## src/verilog/sacs_pkg.sv

```systemverilog
// Package of register map, field layout and timing constants for the converter sequencer.
`default_nettype none
package sacs_pkg;
	// ==========================================
	// Register byte offsets
	localparam logic [7:0] CTRL_OFF     = 8'h00;
	localparam logic [7:0] CHAN_EN_OFF  = 8'h04;
	localparam logic [7:0] FW_NEXT_OFF  = 8'h08;
	localparam logic [7:0] STATUS_OFF   = 8'h0c;
	localparam logic [7:0] INT_STAT_OFF = 8'h10;
	localparam logic [7:0] INT_MASK_OFF = 8'h14;
	localparam logic [7:0] LIMIT_OFF    = 8'h18;
	localparam logic [7:0] SAMPLE_OFF   = 8'h20;
	localparam logic [7:0] RESULT_OFF   = 8'h60;
	// ==========================================
	// Field positions
	localparam int CTRL_EN_BIT   = 0;
	localparam int CTRL_FW_BIT   = 1;
	localparam int CTRL_REF_LSB  = 2;
	localparam int CTRL_APER_LSB = 4;
	localparam int LIMIT_HI_LSB  = 16;
	localparam int INT_OOR_BIT   = 0;
	localparam int INT_SCAN_BIT  = 1;
	localparam int STAT_CH_LSB   = 4;
	// ==========================================
	// Reset values
	localparam logic [31:0] CTRL_RST    = 32'h0000_0000;
	localparam logic [31:0] CHAN_EN_RST = 32'h0000_0000;
	localparam logic [31:0] LIMIT_RST   = 32'h0fff_0000;
	localparam logic [7:0]  SAMPLE_RST  = 8'h03;
	// ==========================================
	// Timing: converter clock is derived from the 50 MHz system clock.
	localparam int SYS_CLK_KHZ      = 50000;
	localparam int CONV_CLK_MAX_KHZ = 14500;
	localparam int CONV_DIV         = (SYS_CLK_KHZ + CONV_CLK_MAX_KHZ - 1) / CONV_CLK_MAX_KHZ;
	localparam int CONV_CLOCKS      = 18;
	// ==========================================
	// AXI responses
	localparam logic [1:0] RESP_OKAY   = 2'b00;
	localparam logic [1:0] RESP_SLVERR = 2'b10;
	// Sequencer states, one-hot.
	typedef enum logic [2:0] {
		ST_IDLE    = 3'b001,
		ST_SAMPLE  = 3'b010,
		ST_CONVERT = 3'b100
	} sacs_state_e;
endpackage
`default_nettype wire

```

## src/verilog/sacs_sequencer.sv

```systemverilog
// Channel sequencer, range check and AXI4-Lite register file for a 12-bit SAR converter.
// Function
// (RQ1) Eight pin inputs, each selectable for scan.
// (RQ2) Back-to-back channels, no idle cycles between.
// (RQ3) Autonomous scan or firmware-chosen next channel.
// (RQ4) Separate result buffer for every channel.
// (RQ5) Per-channel programmable sample time applied.
// (RQ6) Low/high window raises out-of-range interrupt.
// (RQ7) Range check on each result immediately.
// (RQ8) Conversion takes 18 clocks, clock under 14.5MHz.
// (RQ9) Reference select: supply, half, bandgap, external.
// (RQ10) Programmable sample-and-hold aperture extension.
// (RQ11) Temperature sensor selectable as extra channel.
// (RQ12) Unavailable in deep low-power states.
// (RQ13) Results are 12 bits into buffers.
// (RQ14) Strict comparison; flag sticky until cleared.
`timescale 1ns/100ps
`default_nettype none
module sacs_sequencer
	import sacs_pkg::*;
#(
	parameter int NUM_PINS = 8,
	parameter int RES_BITS = 12
)(
	input  wire logic                sys_clk,
	input  wire logic                sys_rst,
	input  wire logic [7:0]          s_axi_awaddr,
	input  wire logic                s_axi_awvalid,
	output logic                     s_axi_awready,
	input  wire logic [31:0]         s_axi_wdata,
	input  wire logic [3:0]          s_axi_wstrb,
	input  wire logic                s_axi_wvalid,
	output logic                     s_axi_wready,
	output logic [1:0]               s_axi_bresp,
	output logic                     s_axi_bvalid,
	input  wire logic                s_axi_bready,
	input  wire logic [7:0]          s_axi_araddr,
	input  wire logic                s_axi_arvalid,
	output logic                     s_axi_arready,
	output logic [31:0]              s_axi_rdata,
	output logic [1:0]               s_axi_rresp,
	output logic                     s_axi_rvalid,
	input  wire logic                s_axi_rready,
	input  wire logic                lowPowerState,
	output logic                     adcClk,
	output logic [3:0]               adcChannel,
	output logic                     adcSample,
	output logic                     adcConvert,
	output logic [1:0]               adcRefSel,
	output logic [3:0]               adcAperture,
	input  wire logic [RES_BITS-1:0] adcData,
	output logic                     irq
);
	// ==========================================
	// Storage
	localparam int NCH = NUM_PINS + 1;      // Last channel is the temperature sensor.
	localparam int CW  = $clog2(NCH);
	logic [31:0]         ctrl;              // Enable, mode, reference and aperture.
	logic [NCH-1:0]      chanEn;            // Scan selection, one bit per channel.
	logic [31:0]         limits;            // Low window limit low half, high limit upper half.
	logic [1:0]          intStat;           // Sticky events.
	logic [1:0]          intMask;           // Interrupt enables.
	logic [7:0]          sampleTime [NCH];  // Sample length per channel in converter clocks.
	logic [RES_BITS-1:0] result [NCH];      // Result buffers.
	logic                fwPend;            // Firmware request waiting.
	logic [CW-1:0]       fwChan;            // Channel firmware asked for.
	sacs_state_e         state;             // Sequencer state.
	logic [CW-1:0]       curChan;           // Channel in conversion.
	logic [8:0]          phaseCnt;          // Converter clocks left in the phase.
	logic [7:0]          divCnt;            // System clocks within one converter clock.
	logic                tick;              // Converter clock falling edge.
	logic                run;               // Sequencer allowed to work.
	logic                convEnd;           // Last clock of a conversion.
	logic                wrTake;            // Write address and data taken.
	logic                rdTake;            // Read address taken.
	logic [31:0]         wMask;             // Byte-lane mask of the write.
	logic [CW-1:0]       nextChan;          // Next enabled channel after the current one.
	logic                oor;               // Current result outside the window.
	logic [RES_BITS-1:0] lowLim;
	logic [RES_BITS-1:0] highLim;

	assign lowLim  = limits[RES_BITS-1:0];
	assign highLim = limits[LIMIT_HI_LSB +: RES_BITS];
	assign run     = ctrl[CTRL_EN_BIT] && !lowPowerState; // RQ12
	assign wrTake  = s_axi_awvalid && s_axi_wvalid && !s_axi_bvalid;
	assign rdTake  = s_axi_arvalid && !s_axi_rvalid;
	assign s_axi_awready = wrTake;
	assign s_axi_wready  = wrTake;
	assign s_axi_arready = !s_axi_rvalid;
	assign wMask   = {{8{s_axi_wstrb[3]}}, {8{s_axi_wstrb[2]}}, {8{s_axi_wstrb[1]}}, {8{s_axi_wstrb[0]}}};
	assign tick    = run && (divCnt == 8'(CONV_DIV - 1));
	assign convEnd = (state == ST_CONVERT) && tick && (phaseCnt == 9'h001);
	assign oor     = (adcData < lowLim) || (adcData > highLim); // RQ14
	assign irq     = |(intStat & intMask);

	// Round-robin search for the next selected channel, wrapping past the temperature channel.
	function automatic logic [CW-1:0] findNext(input logic [NCH-1:0] en, input logic [CW-1:0] cur);
		logic [CW-1:0] pick;
		int            idx;
		pick = cur;
		for (int k = NCH; k >= 1; k--)
		begin
			idx = (int'(cur) + k) % NCH;
			if (en[idx])
				pick = CW'(idx);
		end
		return pick;
	endfunction
	assign nextChan = findNext(chanEn, curChan); // RQ1

	// ==========================================
	// Converter clock
	// Divide the system clock so the converter clock stays below its ceiling; stopped when unavailable.
	always_ff @(posedge sys_clk)
	begin
		if (sys_rst || !run)
		begin
			divCnt <= 8'h00;
			adcClk <= 1'b0;
		end
		else
		begin
			divCnt <= tick ? 8'h00 : divCnt + 8'h01; // RQ8
			adcClk <= (divCnt >= 8'(CONV_DIV / 2 - 1)) && !tick;
		end
	end

	// ==========================================
	// Sequencer state machine
	// The next channel's sampling starts on the very edge that ends a conversion, so the
	// aggregate rate does not depend on how many channels are scanned.
	always_ff @(posedge sys_clk)
	begin
		if (sys_rst || !run)
		begin
			state    <= ST_IDLE; // RQ12
			curChan  <= '0;
			phaseCnt <= 9'h000;
		end
		else
		begin
			case (state)
				ST_IDLE:
				begin
					// Leave idle only on a converter clock edge, so the first sample phase is made of
					// whole converter clocks, the same as in a back-to-back scan.
					if (!tick)
						state <= ST_IDLE;
					else if (ctrl[CTRL_FW_BIT])
					begin
						// Firmware selects the channel.
						if (fwPend)
						begin
							state    <= ST_SAMPLE; // RQ3
							curChan  <= fwChan;
							phaseCnt <= 9'(sampleTime[fwChan]) + 9'(ctrl[CTRL_APER_LSB +: 4]) + 9'h001;
						end
					end
					else if (|chanEn)
					begin
						// Autonomous scan begins at the first selected channel.
						state    <= ST_SAMPLE;
						curChan  <= findNext(chanEn, CW'(NCH - 1));
						phaseCnt <= 9'(sampleTime[findNext(chanEn, CW'(NCH - 1))])
							+ 9'(ctrl[CTRL_APER_LSB +: 4]) + 9'h001;
					end
				end
				ST_SAMPLE:
				begin
					// Hold the input open for the channel's own sample time plus aperture plus one converter clock.
					if (tick)
					begin
						if (phaseCnt == 9'h001)
						begin
							state    <= ST_CONVERT;
							phaseCnt <= 9'(CONV_CLOCKS); // RQ8
						end
						else
							phaseCnt <= phaseCnt - 9'h001; // RQ5 RQ10
					end
				end
				ST_CONVERT:
				begin
					if (tick && phaseCnt != 9'h001)
						phaseCnt <= phaseCnt - 9'h001;
					else if (convEnd)
					begin
						if (ctrl[CTRL_FW_BIT])
						begin
							if (fwPend)
							begin
								state    <= ST_SAMPLE; // RQ2
								curChan  <= fwChan;
								phaseCnt <= 9'(sampleTime[fwChan]) + 9'(ctrl[CTRL_APER_LSB +: 4]) + 9'h001;
							end
							else
								state <= ST_IDLE;
						end
						else if (|chanEn)
						begin
							state    <= ST_SAMPLE; // RQ2
							curChan  <= nextChan;
							phaseCnt <= 9'(sampleTime[nextChan]) + 9'(ctrl[CTRL_APER_LSB +: 4]) + 9'h001;
						end
						else
							state <= ST_IDLE;
					end
				end
				default:
					state <= ST_IDLE;
			endcase
		end
	end

	// ==========================================
	// Converter-facing outputs
	// Registered so the analog mux and hold switch see clean levels.
	always_ff @(posedge sys_clk)
	begin
		if (sys_rst)
		begin
			adcChannel  <= 4'h0;
			adcSample   <= 1'b0;
			adcConvert  <= 1'b0;
			adcRefSel   <= 2'b00;
			adcAperture <= 4'h0;
		end
		else
		begin
			adcChannel  <= 4'(curChan); // RQ11
			adcSample   <= (state == ST_SAMPLE);
			adcConvert  <= (state == ST_CONVERT);
			adcRefSel   <= ctrl[CTRL_REF_LSB +: 2]; // RQ9
			adcAperture <= ctrl[CTRL_APER_LSB +: 4]; // RQ10
		end
	end

	// ==========================================
	// Result buffers
	// Each channel keeps its last result so firmware can read a whole scan at once.
	always_ff @(posedge sys_clk)
	begin
		if (sys_rst)
		begin
			for (int i = 0; i < NCH; i++)
				result[i] <= '0;
		end
		else if (convEnd)
			result[curChan] <= adcData; // RQ4 RQ13
	end

	// ==========================================
	// Firmware request
	// A new request written in the cycle the old one is taken still stands.
	always_ff @(posedge sys_clk)
	begin
		if (sys_rst)
		begin
			fwPend <= 1'b0;
			fwChan <= '0;
		end
		else if (wrTake && s_axi_awaddr == FW_NEXT_OFF && s_axi_wstrb[0])
		begin
			fwPend <= (32'(s_axi_wdata[3:0]) < NCH); // RQ3
			fwChan <= CW'(s_axi_wdata[3:0]);
		end
		else if ((state == ST_IDLE && tick && ctrl[CTRL_FW_BIT]) || (convEnd && ctrl[CTRL_FW_BIT]))
			fwPend <= 1'b0;
	end

	// ==========================================
	// Interrupt status
	// The range event is raised per result, the scan event once per scan; a set beats a write-one-to-clear.
	always_ff @(posedge sys_clk)
	begin
		if (sys_rst)
			intStat <= 2'b00;
		else
		begin
			logic [1:0] clr;
			logic [1:0] set;
			clr = (wrTake && s_axi_awaddr == INT_STAT_OFF) ? (s_axi_wdata[1:0] & wMask[1:0]) : 2'b00;
			set = 2'b00;
			set[INT_OOR_BIT]  = convEnd && oor; // RQ6 RQ7
			set[INT_SCAN_BIT] = convEnd && !ctrl[CTRL_FW_BIT] && (nextChan <= curChan);
			intStat <= (intStat & ~clr) | set; // RQ14
		end
	end

	// ==========================================
	// Configuration registers
	// Byte strobes select the lanes that change.
	always_ff @(posedge sys_clk)
	begin
		if (sys_rst)
		begin
			ctrl    <= CTRL_RST;
			chanEn  <= NCH'(CHAN_EN_RST);
			limits  <= LIMIT_RST;
			intMask <= 2'b00;
			for (int i = 0; i < NCH; i++)
				sampleTime[i] <= SAMPLE_RST;
		end
		else if (wrTake)
		begin
			case (s_axi_awaddr)
				CTRL_OFF:     ctrl    <= (ctrl & ~wMask) | (s_axi_wdata & wMask);
				CHAN_EN_OFF:  chanEn  <= (chanEn & ~wMask[NCH-1:0]) | (s_axi_wdata[NCH-1:0] & wMask[NCH-1:0]); // RQ1
				LIMIT_OFF:    limits  <= (limits & ~wMask) | (s_axi_wdata & wMask); // RQ6
				INT_MASK_OFF: intMask <= (intMask & ~wMask[1:0]) | (s_axi_wdata[1:0] & wMask[1:0]);
				default:
				begin
					for (int i = 0; i < NCH; i++)
						if (s_axi_awaddr == SAMPLE_OFF + 8'(4 * i) && s_axi_wstrb[0])
							sampleTime[i] <= s_axi_wdata[7:0]; // RQ5
				end
			endcase
		end
	end

	// ==========================================
	// Write response
	// Unmapped addresses complete with a slave error and change nothing.
	always_ff @(posedge sys_clk)
	begin
		if (sys_rst)
		begin
			s_axi_bvalid <= 1'b0;
			s_axi_bresp  <= RESP_OKAY;
		end
		else if (wrTake)
		begin
			s_axi_bvalid <= 1'b1;
			s_axi_bresp  <= (s_axi_awaddr[1:0] == 2'b00 && (s_axi_awaddr <= LIMIT_OFF
				|| (s_axi_awaddr >= SAMPLE_OFF && s_axi_awaddr < SAMPLE_OFF + 8'(4 * NCH))))
				? RESP_OKAY : RESP_SLVERR;
		end
		else if (s_axi_bready)
			s_axi_bvalid <= 1'b0;
	end

	// ==========================================
	// Read channel
	// Data is registered, so the answer follows the address by one cycle.
	always_ff @(posedge sys_clk)
	begin
		if (sys_rst)
		begin
			s_axi_rvalid <= 1'b0;
			s_axi_rdata  <= 32'h0000_0000;
			s_axi_rresp  <= RESP_OKAY;
		end
		else if (rdTake)
		begin
			s_axi_rvalid <= 1'b1;
			s_axi_rresp  <= RESP_OKAY;
			s_axi_rdata  <= 32'h0000_0000;
			case (s_axi_araddr)
				CTRL_OFF:     s_axi_rdata <= ctrl;
				CHAN_EN_OFF:  s_axi_rdata <= 32'(chanEn);
				FW_NEXT_OFF:  s_axi_rdata <= {27'h0, fwPend, 4'(fwChan)};
				STATUS_OFF:   s_axi_rdata <= {24'h0, 4'(curChan), 1'b0, lowPowerState, state != ST_IDLE, run};
				INT_STAT_OFF: s_axi_rdata <= {30'h0, intStat};
				INT_MASK_OFF: s_axi_rdata <= {30'h0, intMask};
				LIMIT_OFF:    s_axi_rdata <= limits;
				default:
				begin
					s_axi_rresp <= RESP_SLVERR;
					for (int i = 0; i < NCH; i++)
					begin
						if (s_axi_araddr == SAMPLE_OFF + 8'(4 * i))
						begin
							s_axi_rdata <= {24'h0, sampleTime[i]};
							s_axi_rresp <= RESP_OKAY;
						end
						if (s_axi_araddr == RESULT_OFF + 8'(4 * i))
						begin
							s_axi_rdata <= 32'(result[i]); // RQ4
							s_axi_rresp <= RESP_OKAY;
						end
					end
				end
			endcase
		end
		else if (s_axi_rready)
			s_axi_rvalid <= 1'b0;
	end
endmodule
`default_nettype wire

```

## config.mk

```make
export PLATFORM = sky130hd
export DESIGN_NAME = sacs_sequencer
export DESIGN_NICKNAME = d
export VERILOG_FILES = /design/src/verilog/sacs_pkg.sv /design/src/verilog/sacs_sequencer.sv
export SDC_FILE = /design/constraint.sdc
export NUM_CORES = 1
export LEC_CHECK = 0
export BUFFER_PORTS_ARGS = -buffer_cell sky130_fd_sc_hd__clkbuf_2
export CAP_MARGIN = 20
export CORE_AREA = 3 3 262 264
export CTS_CLUSTER_DIAMETER = 30
export DETAILED_ROUTE_END_ITERATION = 10
export DIE_AREA = 0 0 265 267
export PLACE_DENSITY = 0.47
export SLEW_MARGIN = 20
export SYNTH_ARGS = -nofsm -noshare
export SYNTH_HDL_FRONTEND = slang
export SYNTH_SLANG_ARGS = --single-unit
```

## constraint.sdc

```tcl
create_clock -name sys_clk -period 32.3 [get_ports sys_clk]
set_clock_uncertainty 0.1 [all_clocks]
set_input_delay 3.23 -clock sys_clk [delete_from_list [all_inputs] [get_ports sys_clk]]
set_output_delay 3.23 -clock sys_clk [all_outputs]
set_load 0.01 [all_outputs]
```

==> flow_summary.yaml <==
cells_and_area:
  mostFrequentLayoutCells: "nor2_1, nand2_1, edfxtp_1"
  drive_gt1_frac: 0.164
  diodes: 0
  syn2layout_area_growth_pct: 17.4
  layout_commonest_cell: "nor2_1"
  fill_cells: 6632
  regArea_um2: 8590
  nets: 2807
  multi_input_comb_area_um2: 13800
place:
  post-dp-hpwl_mm: 67.1
  post-place-ws_ns: 22.38
  place.gp.congestion: 0.930
  port_buffers: 124
pwr:
  power.switching_uw: 304
  internal_power_uw: 973
  p_leak_uw: 0.0108
  vdd_drop_max_mv: 0.0348
  combPwrFrac: 0.046
  clockPowerShare: 0.580
  seq_power_share: 0.375
  swShare: 0.238
  powerDensity_nw_per_um2: 46.8
clock_tree:
  cts.sinks: 339
  clockBufferDepth: 3
  cts_hold_buf: 0
  clock_latency_ns: 0.59
  post_cts_buffers: 0
  cts-root-buf: "clkbuf_16"
  post_cts_resized: 0
  cts.clk_slew.worst_paths_ns: 0.05
  cts_tree: "done"
  cts-buffers-inserted: 69
  cts.htree.levels: 3
worst_setup_path:
  worst-r2r-cell-count: 36
  crit_start: "curChan[1]"
  cp.depth: 36
  cp_slowest_stage_delay_ns: 0.74
  startpoint_type: "register"
  r2r-start: "curChan[1]"
  required_ns: 32.70
  cp_slowest_cell: "a221oi_2"
  critPathTopFamily: "compound AO/OA/AOI/OAI gates"
  rrSetupSlack_ns: 22.16
  cp_num_buf_inv: 8
  end_kind: "register"
  crit_type: "reg2reg"
  cp.arrival_ns: 10.54
  cp_common_cell: "inv_1"
  r2r-end: "phaseCnt[4]"
  crit_fanout: 31
drt:
  drt_iter0_markers: 2654
  drt_first_pass_iters: 6
  wl_mm: 92.2
  via_count: 21392
  via_per_inst: 6.01
  wl_per_cell_um: 25.9
  ant_nets: 0
  drc_errors: 0
die:
  initial_utilization: 0.348
  rows: 95
  die_h_um: 267
  die-area_um2: 70800
  coreArea_um2: 66800
  ios: 127
  die_x_um: 265
logic_synthesis:
  yosysUniqueCellTypes: 117
  ys_ff_latch: 339
  synth-simple-area-share: 0.207
  synth_top_family_by_area: "simple AND/OR/NAND/NOR gates"
  synth.cell_area_um2: 23200
  synth-warning-count: 0
  synth-xor-area-share: 0.0243
  synth_fa_ha_area_frac: 0.0559
  synth-edff-count: 180
  muxShareOfSynthArea: 0.109
  synth_cells: 2518
  yosysSeqAreaShare: 0.370
  synth_ff_type: "edfxtp_1"
  avgSynthCellArea_um2: 9.23
  synth_compound_area_frac: 0.195
  ys_async_sr_fraction: 0
min_path:
  min_from: "s_axi_rresp[1]"
  hold_class: "reg2reg"
  holdPathStages: 2
  holdPathEnd: "s_axi_rresp[1]"
grt:
  use_met1: 0.370
  grt_pass1_vias: 20165
  grt_use_met2: 0.390
  grt_max_degree: 52
  met3_usage: 0.0434
  grt_usage: 0.254
  grt_overflow: 0
  busiest_layer: "met2"
  antenna_found_initial: 0
  grt_pass1_wl_mm: 135
sta:
  post-route-min-period_ns: 10.14
  fin_crit_sh: 0.314
  fin_ws_ns: 22.16
  max_freq_mhz: 98.6
  slew_headroom: 0.155
  slew_violations: 0
  worst_pin_slew_ns: 1.26
  rsz0062_at_grt: "false"
  setup_viol: 0
  setup_tns_ns: 0
  final_hold_viol_count: 0
flow_run:
  maxCapViolCount: 0
outcome:
  outcome: "complete, no violations"
==> synthesized netlist by cell type (19+ instances only) <==
master | count | area [um2]
mux2_2 | 22 | 248
nand2_1 | 197 | 739
and3_1 | 23 | 144
a21o_1 | 25 | 188
clkbuf_1 | 101 | 379
nor2b_1 | 40 | 250
dfxtp_1 | 159 | 3180
nand4_1 | 21 | 131
nand3_1 | 70 | 350
mux2i_1 | 133 | 1330
a211oi_1 | 24 | 180
a31oi_1 | 26 | 163
a221oi_1 | 49 | 429
o211ai_1 | 27 | 203
nor2_1 | 255 | 957
nor3_1 | 83 | 415
nand2b_1 | 41 | 257
o21ai_0 | 98 | 490
inv_1 | 82 | 308
a22oi_1 | 55 | 413
ha_1 | 99 | 1240
a21oi_1 | 114 | 571
xor2_1 | 20 | 175
buf_2 | 19 | 95.1
edfxtp_1 | 180 | 5410
mux4_2 | 38 | 856
xnor2_1 | 37 | 324
and2_1 | 128 | 801
==> power by group through the flow <==
stage          logic (uW)  registers (uW)  clock network [uW]
6_report             58.4             479                 741
5_1_grt              63.0             479                 772
4_1_cts              57.9             478                 747
3_5_place_dp         57.5             486                   0
3_3_place_gp         57.1             485                   0
2_1_floorplan        29.7             481                   0
==> stage by stage <==
stage          utilization  hold WS [ns]  cell area [um2]  total power (uW)  std cells
6_report             0.409         0.357            27300              1280       3561
5_1_grt              0.409         0.378            27300              1310       3561
4_1_cts              0.408         0.354            27300              1280       3561
3_5_place_dp         0.372         0.349            24900               543       3435
3_3_place_gp         0.372         0.346            24900               543       3435
2_1_floorplan            -         0.349            23200               511       2519
==> layout make-up <==
class                   instances  area share
multi-input cells            1950       0.505
flip-flops and latches        339       0.315
clock buffers                  80      0.0674
well taps                     873      0.0400
repair buffers                183      0.0391
clock inverters                46      0.0215
inverters                      90      0.0126
==> worst max-delay path by stage <==
stage	end	slack, ns
after floorplan	phaseCnt[4]	22.16
after CTS	phaseCnt[4]	22.32
after global placement	phaseCnt[4]	22.61
after detailed placement	phaseCnt[4]	22.38
final	phaseCnt[4]	22.16
after global routing	phaseCnt[4]	21.31
==> tightest hold or removal path, delay by kind of cell (launching register included) <==
kind            cells  cell delay (ns)
flops               1             0.31
simple gates        1             0.05
compound gates      1             0.05
==> cell families after synthesis <==
logic type | count (synthesis)
AND/OR/NAND/NOR | 960
AO/OA/AOI/OAI | 625
flip-flops | 339
buffers and inverters | 230
multiplexers | 200
adder cells (fa/ha/maj) | 102
XOR/XNOR | 61
other | 1
==> routing by layer <==
metal,vias up,part of all wire
met5,-,0
li1,9673,-
met1,10625,0.45
met3,144,0.079
met2,950,0.44
met4,0,0.024
Power figures use the tool's default switching activity.
